## config.mk

```make
export PLATFORM = sky130hd
export DESIGN_NAME = spc_phy_config_regs
export DESIGN_NICKNAME = d
export VERILOG_FILES = /design/src/core/spc_pkg.sv /design/src/core/spc_phy_config_regs.sv
export VERILOG_INCLUDE_DIRS = /design/src /design/src/core
export SDC_FILE = /design/constraint.sdc
export NUM_CORES = 1
export LEC_CHECK = 0
export ABC_AREA = 1
export ABC_CLOCK_PERIOD_IN_PS = 3800
export BUFFER_PORTS_ARGS = -buffer_cell sky130_fd_sc_hd__buf_2
export CAP_MARGIN = 20
export CORE_ASPECT_RATIO = 0.75
export CORE_MARGIN = 2
export CORE_UTILIZATION = 65
export DETAILED_ROUTE_END_ITERATION = 8
export PLACE_DENSITY_LB_ADDON = 0.08
export SETUP_SLACK_MARGIN = 0.02
export SYNTH_ARGS = -nofsm -noshare
export SYNTH_HDL_FRONTEND = slang
export SYNTH_SLANG_ARGS = --single-unit
```

## constraint.sdc

```tcl
create_clock -name clk -period 3.8 [get_ports clk]
set_input_delay 0.57 -clock clk [delete_from_list [all_inputs] [get_ports clk]]
set_output_delay 0.57 -clock clk [all_outputs]
set_load 0.005 [all_outputs]
```

## src/core/spc_cfg.svh

```systemverilog
`ifndef SPC_CFG_SVH
`define SPC_CFG_SVH
// Register offsets, one byte per address
`define SPC_OFS_MULT 12'h109
`define SPC_OFS_RATE 12'h10a
`define SPC_OFS_VCO 12'h10b
`define SPC_OFS_SYNC 12'h120
`define SPC_OFS_TEST 12'h121
`define SPC_OFS_WDOG 12'h124
`define SPC_OFS_STAT 12'h130
// Reset values
`define SPC_RST_MULT 8'h14
`define SPC_RST_RATE 8'h00
`define SPC_RST_VCO 8'h00
`define SPC_RST_SYNC 8'h01
`define SPC_RST_TEST 8'h00
`define SPC_RST_WDOG 8'h00
// Legal multiplier codes
`define SPC_MULT_X4 8'h10
`define SPC_MULT_X5 8'h14
`define SPC_MULT_X8P25 8'h21
`define SPC_MULT_X10 8'h28
// Fields of the watchdog, test and rate registers
`define SPC_WD_PLL_BIT 7
`define SPC_WD_DEC_HI 5
`define SPC_WD_DEC_LO 4
`define SPC_WD_THR_HI 2
`define SPC_WD_THR_LO 0
`define SPC_TEST_HI 4
`define SPC_RATE_HI 1
// Watchdog decrement steps and thresholds (powers of two)
`define SPC_DEC_0 33'h000000001
`define SPC_DEC_1 33'h000000002
`define SPC_DEC_2 33'h000000008
`define SPC_DEC_3 33'h000000010
`define SPC_THR_1 33'h000020000
`define SPC_THR_2 33'h000080000
`define SPC_THR_3 33'h100000000
`define SPC_THR_4 33'h000800000
`define SPC_WD_ZERO 33'h000000000
`define SPC_WD_ONE 33'h000000001
`define SPC_RD_ZERO 8'h00
`endif

```

## src/core/spc_pkg.sv

```systemverilog
package spc_pkg;
    typedef enum logic [2:0] {
        PAT_NORMAL = 3'b000,
        PAT_PRBS7 = 3'b001,
        PAT_PRBS9 = 3'b010,
        PAT_PRBS15 = 3'b011,
        PAT_PRBS31 = 3'b100,
        PAT_RESERVED = 3'b111
    } spc_pattern_t;

    typedef enum logic [1:0] {
        WD_IDLE = 2'b00,
        WD_RUN = 2'b01,
        WD_FIRE = 2'b10
    } spc_wd_state_t;

    typedef struct packed {
        logic [11:0] addr;
        logic [7:0] wdata;
        logic wr;
        logic rd;
    } spc_bus_req_t;

    typedef struct packed {
        logic [7:0] pllFeedbackMultiplier;
        logic [1:0] lineRate;
        logic lowVcoBandSelect;
        logic syncRequestN;
        spc_pattern_t prbsTestSelect;
        logic multLegal;
    } spc_phy_cfg_t;
endpackage : spc_pkg

```

## src/core/spc_phy_config_regs.sv

```systemverilog
`include "spc_cfg.svh"
`timescale 1ns/1ps
`default_nettype none
module spc_phy_config_regs
    import spc_pkg::*;
(
    input wire logic clk, // 100 MHz register clock
    input wire logic rst_b, // Synchronous reset, active low
    input wire spc_bus_req_t busReq, // Address, data, strobes
    output logic [7:0] rdData, // Read data, cycle after strobe
    input wire logic linkEnable, // Link enabled
    input wire logic linkUp, // Link is up
    input wire logic crcFault, // CRC fault flagged
    input wire logic linkSyncN, // Normal-link SYNC, active low
    output spc_phy_cfg_t phyCfg, // Decoded PHY configuration
    output logic syncOutN, // SYNC request to transmitter, low asserts
    output logic rxResetPulse, // One-cycle SerDes receiver reset
    output logic pllResetPulse // One-cycle SerDes PLL reset
);

    // Configuration storage
    logic [7:0] mult_q;
    logic [7:0] rate_q;
    logic [7:0] vco_q;
    logic [7:0] sync_q;
    logic [7:0] test_q;
    logic [7:0] wdog_q;

    // Per-register write enables
    logic multWr;
    logic rateWr;
    logic vcoWr;
    logic syncWr;
    logic testWr;
    logic wdogWr;

    // Watchdog
    logic [32:0] wdCnt_q;
    spc_wd_state_t wdState_q;
    logic [32:0] wdLimit;
    logic [32:0] wdStep;
    logic wdArmed;
    logic wdHealthy;
    logic wdFire;

    // Read path and decoded configuration
    logic [7:0] rdData_d;
    spc_phy_cfg_t phyCfg_d;

    function automatic logic isWrite(input spc_bus_req_t r, input logic [11:0] ofs);
        isWrite = r.wr && (r.addr == ofs);
    endfunction : isWrite

    function automatic logic isLegalMult(input logic [7:0] code);
        isLegalMult = (code == `SPC_MULT_X4) || (code == `SPC_MULT_X5)
            || (code == `SPC_MULT_X8P25) || (code == `SPC_MULT_X10);
    endfunction : isLegalMult

    // Reserved codes collapse to one value so the PHY can refuse them
    function automatic spc_pattern_t patternOf(input logic [4:0] code);
        case (code)
            5'h00: patternOf = PAT_NORMAL;
            5'h01: patternOf = PAT_PRBS7;
            5'h02: patternOf = PAT_PRBS9;
            5'h03: patternOf = PAT_PRBS15;
            5'h04: patternOf = PAT_PRBS31;
            default: patternOf = PAT_RESERVED;
        endcase
    endfunction : patternOf

    function automatic logic [7:0] statusWord(input logic running, input logic up,
        input logic en);
        statusWord = {5'h00, running, up, en};
    endfunction : statusWord

    function automatic logic [32:0] decStep(input logic [1:0] sel);
        case (sel)
            2'b00: decStep = `SPC_DEC_0;
            2'b01: decStep = `SPC_DEC_1;
            2'b10: decStep = `SPC_DEC_2;
            2'b11: decStep = `SPC_DEC_3;
            default: decStep = `SPC_DEC_0;
        endcase
    endfunction : decStep

    function automatic logic [32:0] threshold(input logic [2:0] sel);
        case (sel)
            3'd1: threshold = `SPC_THR_1;
            3'd2: threshold = `SPC_THR_2;
            3'd3: threshold = `SPC_THR_3;
            3'd4: threshold = `SPC_THR_4;
            default: threshold = `SPC_WD_ZERO;
        endcase
    endfunction : threshold

    // Unmapped addresses decode to no enable, so their writes vanish
    always_comb begin
        multWr = isWrite(busReq, `SPC_OFS_MULT);
        rateWr = isWrite(busReq, `SPC_OFS_RATE);
        vcoWr = isWrite(busReq, `SPC_OFS_VCO);
        syncWr = isWrite(busReq, `SPC_OFS_SYNC);
        testWr = isWrite(busReq, `SPC_OFS_TEST);
        wdogWr = isWrite(busReq, `SPC_OFS_WDOG);
    end

    // Register writes; reserved bits are R/W and kept as written
    always_ff @(posedge clk) begin
        if (!rst_b) begin
            mult_q <= `SPC_RST_MULT;
        end else if (multWr) begin
            mult_q <= busReq.wdata;
        end
    end

    always_ff @(posedge clk) begin
        if (!rst_b) begin
            rate_q <= `SPC_RST_RATE;
        end else if (rateWr) begin
            rate_q <= busReq.wdata;
        end
    end

    always_ff @(posedge clk) begin
        if (!rst_b) begin
            vco_q <= `SPC_RST_VCO;
        end else if (vcoWr) begin
            vco_q <= busReq.wdata;
        end
    end

    always_ff @(posedge clk) begin
        if (!rst_b) begin
            sync_q <= `SPC_RST_SYNC;
        end else if (syncWr) begin
            sync_q <= busReq.wdata;
        end
    end

    always_ff @(posedge clk) begin
        if (!rst_b) begin
            test_q <= `SPC_RST_TEST;
        end else if (testWr) begin
            test_q <= busReq.wdata;
        end
    end

    // Written freely; the counter picks up new fields on the next cycle
    always_ff @(posedge clk) begin
        if (!rst_b) begin
            wdog_q <= `SPC_RST_WDOG;
        end else if (wdogWr) begin
            wdog_q <= busReq.wdata;
        end
    end

    // Read mux; unmapped addresses read zero
    always_comb begin
        rdData_d = `SPC_RD_ZERO;
        case (busReq.addr)
            `SPC_OFS_MULT: rdData_d = mult_q;
            `SPC_OFS_RATE: rdData_d = rate_q;
            `SPC_OFS_VCO: rdData_d = vco_q;
            `SPC_OFS_SYNC: rdData_d = sync_q;
            `SPC_OFS_TEST: rdData_d = test_q;
            `SPC_OFS_WDOG: rdData_d = wdog_q;
            `SPC_OFS_STAT: rdData_d = statusWord(wdState_q == WD_RUN, linkUp, linkEnable);
            default: rdData_d = `SPC_RD_ZERO;
        endcase
    end

    always_ff @(posedge clk) begin
        if (!rst_b) begin
            rdData <= `SPC_RD_ZERO;
        end else if (busReq.rd) begin
            rdData <= rdData_d;
        end else begin
            rdData <= `SPC_RD_ZERO;
        end
    end

    // Decoded configuration toward the PHY
    always_comb begin
        phyCfg_d = '0;
        phyCfg_d.pllFeedbackMultiplier = mult_q;
        phyCfg_d.multLegal = isLegalMult(mult_q);
        phyCfg_d.lineRate = rate_q[`SPC_RATE_HI:0];
        phyCfg_d.lowVcoBandSelect = vco_q[0];
        phyCfg_d.syncRequestN = sync_q[0];
        phyCfg_d.prbsTestSelect = patternOf(test_q[`SPC_TEST_HI:0]);
    end

    // Registered so the PHY never sees a half-decoded word
    always_ff @(posedge clk) begin
        if (!rst_b) begin
            phyCfg <= '0;
            phyCfg.pllFeedbackMultiplier <= `SPC_RST_MULT;
            phyCfg.multLegal <= 1'b1;
        end else begin
            phyCfg <= phyCfg_d;
        end
    end

    // Manual request overrides the normal link SYNC
    always_ff @(posedge clk) begin
        if (!rst_b) begin
            syncOutN <= 1'b1;
        end else begin
            syncOutN <= sync_q[0] ? linkSyncN : 1'b0;
        end
    end

    // Watchdog counts up toward threshold; healthy link drains it
    always_comb begin
        wdLimit = threshold(wdog_q[`SPC_WD_THR_HI:`SPC_WD_THR_LO]);
        wdStep = decStep(wdog_q[`SPC_WD_DEC_HI:`SPC_WD_DEC_LO]);
        wdArmed = linkEnable && (wdLimit != `SPC_WD_ZERO);
        wdHealthy = linkUp && !crcFault;
        // Gated by arming so a disabled watchdog can never fire
        wdFire = (wdState_q == WD_RUN) && wdArmed && (wdCnt_q >= wdLimit);
    end

    always_ff @(posedge clk) begin
        if (!rst_b) begin
            wdState_q <= WD_IDLE;
        end else begin
            case (wdState_q)
                WD_IDLE: begin
                    if (wdArmed) begin
                        wdState_q <= WD_RUN;
                    end
                end
                WD_RUN: begin
                    if (!wdArmed) begin
                        wdState_q <= WD_IDLE;
                    end else if (wdFire) begin
                        wdState_q <= WD_FIRE;
                    end
                end
                WD_FIRE: begin
                    wdState_q <= WD_RUN;
                end
                default: begin
                    wdState_q <= WD_IDLE;
                end
            endcase
        end
    end

    // Counter restarts from zero whenever the watchdog is not counting
    always_ff @(posedge clk) begin
        if (!rst_b) begin
            wdCnt_q <= `SPC_WD_ZERO;
        end else if ((wdState_q != WD_RUN) || !wdArmed || wdFire) begin
            wdCnt_q <= `SPC_WD_ZERO;
        end else if (wdHealthy) begin
            // Saturate at zero so a long healthy run cannot wrap
            if (wdCnt_q > wdStep) begin
                wdCnt_q <= wdCnt_q - wdStep;
            end else begin
                wdCnt_q <= `SPC_WD_ZERO;
            end
        end else begin
            wdCnt_q <= wdCnt_q + `SPC_WD_ONE;
        end
    end

    always_ff @(posedge clk) begin
        if (!rst_b) begin
            rxResetPulse <= 1'b0;
        end else begin
            rxResetPulse <= wdFire;
        end
    end

    // PLL reset only rides along with a receiver reset
    always_ff @(posedge clk) begin
        if (!rst_b) begin
            pllResetPulse <= 1'b0;
        end else begin
            pllResetPulse <= wdFire && wdog_q[`SPC_WD_PLL_BIT];
        end
    end

endmodule : spc_phy_config_regs
`default_nettype wire

```

Yosys cells after proc, flatten, opt, wreduce, memory -nomap -nowiden --
Cells that the tools add are included. Widths: inputs -> output; s select.
Word-level totals: output and inout bits 27, bits in registers 110, word-level logic and storage cells 86, input port bits 28
Cells by class: equality and inequality tests 27, $lt $le $gt $ge 2, bitwise logic cells 1, add/sub/neg operators 2, reductions and logical operators 25, mux-type cells 11
Operators with widths (number):
- $pmux 33 s4 | 2
- $eq 12x9->1 const B | 7
- $mux 33 | 2
- $pmux 8 s7 | 1
- $add 33x1->33 const B | 1
- $ge 33x33->1 | 1
- $gt 33x33->1 | 1
- $reduce_bool 33->1 | 1
- $sub 33x33->33 | 1
- $eq 8x5->1 const B | 2
- $eq 8x6->1 const B | 2
- $pmux 3 s5 | 1
- $logic_and 1x1->1 | 11
- $eq 5x2->1 const B | 2
- $eq 2x2->1 const B | 3
- $eq 3x2->1 const B | 2
- $mux 2 | 3
- $pmux 2 s3 | 1
- $eq 5x1->1 const B | 1
- $eq 5x3->1 const B | 1
- $logic_not 5->1 | 1
- $logic_or 1x1->1 | 5
- $eq 2x1->1 const B | 2
- $logic_not 2->1 | 2
- other kinds (10) | 12

Depth between registers and ports, before layout --
word-level depth 9, depth in mapped cells 15, mapped depth without buffers 15

Worst setup path after synthesis --
No wires, ideal clock.
kind register to register, from register wdog_q[5], to register wdCnt_q[6], data required time 3.680 ns, buffers on the path 1, arrival 2.017 ns, setup slack 1.662 ns, stages on the path, launching flop included 15, cells stage by stage dfxtp_1 -> inv_1 -> or2_2 -> ha_1 -> nand2_4 -> nor2_4 -> nor2_4 -> nand3_4 -> nor2_4 -> nand2_4 -> nand2_4 -> nand2_8 -> buf_12 -> nand3_2 -> a21oi_2
On the way: cells in the longest elaborated chain, start to end 5
RTL lines:
- from (decl) | RTL line spc_phy_config_regs.sv:27 | logic [7:0] wdog_q;
- from (signal assigned) | RTL line spc_phy_config_regs.sv:150 | wdog_q <= `SPC_RST_WDOG;
- from (signal assigned) | RTL line spc_phy_config_regs.sv:152 | wdog_q <= busReq.wdata;
- $eq 2x2->1 (tied with other cells) | RTL line spc_phy_config_regs.sv:77 | case (sel)
- $pmux 33 s4 (*) | RTL line spc_phy_config_regs.sv:77
- $sub 33x33->33 or $gt 33x33->1 (tied branches) | RTL line spc_phy_config_regs.sv:258, spc_phy_config_regs.sv:257
- $mux 33 (*) | RTL line spc_phy_config_regs.sv:257 | if (wdCnt_q > wdStep) begin
- $mux 33 (*) | RTL line spc_phy_config_regs.sv:255 | end else if (wdHealthy) begin
- to (signal assigned) | RTL line spc_phy_config_regs.sv:254 | wdCnt_q <= `SPC_WD_ZERO;
- to (signal assigned) | RTL line spc_phy_config_regs.sv:258 | wdCnt_q <= wdCnt_q - wdStep;
- to (signal assigned) | RTL line spc_phy_config_regs.sv:260 | wdCnt_q <= `SPC_WD_ZERO;
- to (decl) | RTL line spc_phy_config_regs.sv:38 | logic [32:0] wdCnt_q;
Every way passes the cells marked *; elsewhere a longest branch is shown, timed or not. The select of a mux whose other input is x is not followed. A chain may end at the register's enable or synchronous reset.

Worst setup path in the final report --
from register wdog_q[1], to register wdCnt_q[1]
On the way: cells in the longest elaborated chain, start to end 8
RTL lines:
- $eq 3x3->1 (tied with other cells) | RTL line spc_phy_config_regs.sv:87 | case (sel)
- $pmux 33 s4 (*) | RTL line spc_phy_config_regs.sv:87
- parallel branches: the longest is 4 deep, another holds $ge 33x33->1
- $logic_or 1x1->1 (*) | RTL line spc_phy_config_regs.sv:253 | end else if ((wdState_q != WD_RUN) || !wdArmed || wdFire) begin
- $reduce_or 2->1 (no source line) (*)
- to (signal assigned) | RTL line spc_phy_config_regs.sv:252 | wdCnt_q <= `SPC_WD_ZERO;
- to (signal assigned) | RTL line spc_phy_config_regs.sv:254
- to (signal assigned) | RTL line spc_phy_config_regs.sv:258
Every way passes the cells marked *.

==> results_dict.tcl <==
set metrics [dict create \
    status "finished clean" \
    start_kind "flop" \
    rsz0062_at_grt "no" \
    cts_setup_buffers 0 \
    clkPwrFrac_pct 45.4 \
    grt-ovfl-total 0 \
    cts_tree "done" \
    slew_headroom_pct 34.6 \
    grt.met1_usage_pct 54.4 \
    fp.dieH_um 95.8 \
    via_per_inst 5.76 \
    post-route-period-util_pct 66.0 \
    setup_ws_ns 1.29 \
    cts_resized 0 \
    ant_nets 0 \
    intPower_uw 1720 \
    synth_top_area_share_pct 30.2 \
    drtIter0Drc 761 \
    worstPathArrival_ns 2.78 \
    min_period_ns 2.51 \
    path_max_fanout 34 \
    seq_power_share_pct 50.6 \
    finalPower_uw 2280 \
    ys_seq_elements 110 \
    cap_violations 0 \
    worst_pin_slew_ns 0.980 \
    pwr_density_cell_nw_per_um2 291 \
    power.leakage_uw 0.00331 \
    insertion_delay_ns 0.36 \
    drv_slew 0 \
    grtUsageMet3_pct 11.2 \
    cts.reportedPaths.clkPinSlew_ns 0.08 \
    grt_pass1_wl_um 32600 \
    syn2layout_area_growth_pct 7.25 \
    numPortBuffers 54 \
    synth_cell_types 46 \
    start_util_pct 66.7 \
    hpwl_um 15900 \
    cts-hold-fix-buffers 0 \
    cts_htree_levels 3 \
    dp_cells 1207 \
    fin_skew_ns 0.00737 \
    gp_congestion 1.01 \
    routedWlPerCell_um 17.0 \
    grt_start_max_net_pins 43 \
    grt_pass1_vias 6157 \
    synth-warning-count 0 \
    die-area_um2 12100 \
    cp.required_ns 4.07 \
    synth_area_um2 7300 \
    seq_area_frac_synth_pct 30.2 \
    drc 0 \
    ir_drop_v 0.000220 \
    yosys.area.top_type "dfxtp_1" \
    num_rows 33 \
    grtUsageTotal_pct 34.5 \
    layout.cells.non_filler 1223 \
    grt_use_met2_pct 45.3 \
    busiest_layer "met1" \
    fmax_ghz 0.399 \
    final_nets 1117 \
    antenna_found_initial 0 \
    hold_viol 0 \
    endpoint_kind "flop" \
    power_switching_uw 554 \
    p_sw_share_pct 24.3 \
    ios 55 \
    synth_top_cells_by_area "dfxtp_1 30%, nand2_1 12%, nor2_1 6.8%" \
    antennaDiodeCount 0 \
    clk_root_buffer_cell "clkbuf_16" \
    comb_power_share_pct 3.9 \
    totalWireLength_um 20800 \
    avgSynthCellArea_um2 6.99 \
    die_w_um 126 \
    drive_gt1_share_pct 20.8 \
    clock_sinks 110 \
    dr.pass1.iters 5 \
    vias 7041 \
    holdWs_ns 0.412 \
    pre_cts_slack_ns 1.35 \
    clock_path_buffers 2 \
    fin_setup_tns_ns 0 \
    syn_inst 1044 \
    hp-class "input pin to flop" \
    core_area_um2 10900 \
    path_class "flop to flop" \
    synth_fp_nets 1083 \
    finalSetupViolations 0 \
    cts_made_buffers 9 \
]
[stage by stage]
step	util (%)	cell area, um^2
after floorplan	-	7300
after global placement	68.6	7500
after detailed placement	68.6	7500
after CTS	71.5	7830
after global routing	71.5	7830
final	71.5	7830
[kinds of logic (layout without fill, tap and decap cells)]
| family | Yosys count | count (layout) | synth area share (%) |
|---|---|---|---|
| compound gates | 174 | 174 | 15.0 |
| xor+xnor | 29 | 29 | 3.48 |
| fa+ha+maj | 11 | 11 | 1.99 |
| buf+inv | 174 | 213 | 11.0 |
| flops | 110 | 110 | 30.2 |
| simple gates | 546 | 546 | 38.4 |
[worst max-delay path: stages, from the launching register on]
cell,delay (ns)
dfxtp_1,0.44
nand3_1,0.12
ha_1,0.33
a21oi_1,0.15
o21ai_0,0.12
a21oi_2,0.19
nand4_4,0.69
a21oi_2,0.35
[power groups by stage]
stage / clock (uW) / sequential [uW] / combinational, uW
final: 1030 / 1150 / 89.2
after global routing: 1080 / 1150 / 96.2
after CTS: 1030 / 1150 / 87.2
after detailed placement: 0 / 1180 / 86.5
after global placement: 0 / 1180 / 85.9
after floorplan: 0 / 1180 / 48.0
[worst paths after layout]
kind              from    endpoint  slack [ns]  cells after the start
max          wdog_q[1]  wdCnt_q[1]        1.29                      7
max reg2reg  wdog_q[1]  wdCnt_q[1]        1.29                      7
min reg2reg   vco_q[0]   phyCfg[5]        0.43                      2
min          linkSyncN    syncOutN        0.41                      3
[routing by layer]
layer	share of wire, %	routed length [um]
met3	13	2610
met1	48	10100
met2	38	7950
met5	0	0
met4	0.86	180
[cell type report]
type	count	area [um^2]
Multi-Input combinational cell	760	4300
Fill cell	940	3120
Sequential cell	110	2200
Inverter	140	531
Timing Repair Buffer	57	293
Clock buffer	10	239
Tap cell	140	175
Clock inverter	6	85.1
[cells in the final DEF (no fill, tap or decap), types with 2 or more instances in the layout]
cell type / n
nor2_1: 132
nor3_1: 19
xor2_1: 24
inv_8: 2
o211ai_1: 4
a211oi_2: 4
o22ai_1: 2
a21oi_1: 58
nand4_1: 12
nor2_2: 22
buf_4: 3
inv_2: 14
o21ai_1: 4
nand2_2: 8
inv_1: 124
nor3_4: 4
o21ai_0: 49
a211oi_1: 17
dfxtp_1: 110
nor4_4: 3
nand3_1: 53
nand3_4: 2
nand2_1: 228
a21oi_2: 31
nor2_4: 11
or2_2: 2
xnor2_1: 5
clkbuf_16: 9
nand2_4: 5
buf_2: 54
nor3_2: 9
ha_1: 10
nand3_2: 32
[sequential cells by signal (all words and copies together), names as in the netlist]
signal         count
phyCfg            16
wdState_q          2
vco_q              8
mult_q             8
syncOutN           1
sync_q             8
wdog_q             8
rate_q             8
pllResetPulse      1
rxResetPulse       1
test_q             8
rdData             8
wdCnt_q           33
[cell usage after synthesis, drive strengths merged]
| cell | instances |
|---|---|
| buf | 23 |
| o41ai | 1 |
| o32ai | 1 |
| o22ai | 2 |
| a21boi | 1 |
| dfxtp | 110 |
| ha | 10 |
| nor3 | 32 |
| or2 | 2 |
| o21ai | 53 |
| nor2 | 166 |
| fa | 1 |
| xnor2 | 5 |
| a21oi | 89 |
| inv | 138 |
| nand2 | 242 |
| clkbuf | 11 |
| nor4 | 3 |
| and2 | 1 |
| clkinv | 2 |
| nand4 | 13 |
| xor2 | 24 |
| o2111ai | 1 |
| nand3 | 87 |
| o211ai | 4 |
| a211oi | 21 |
| a21o | 1 |
(Power assumes the default switching activity.)
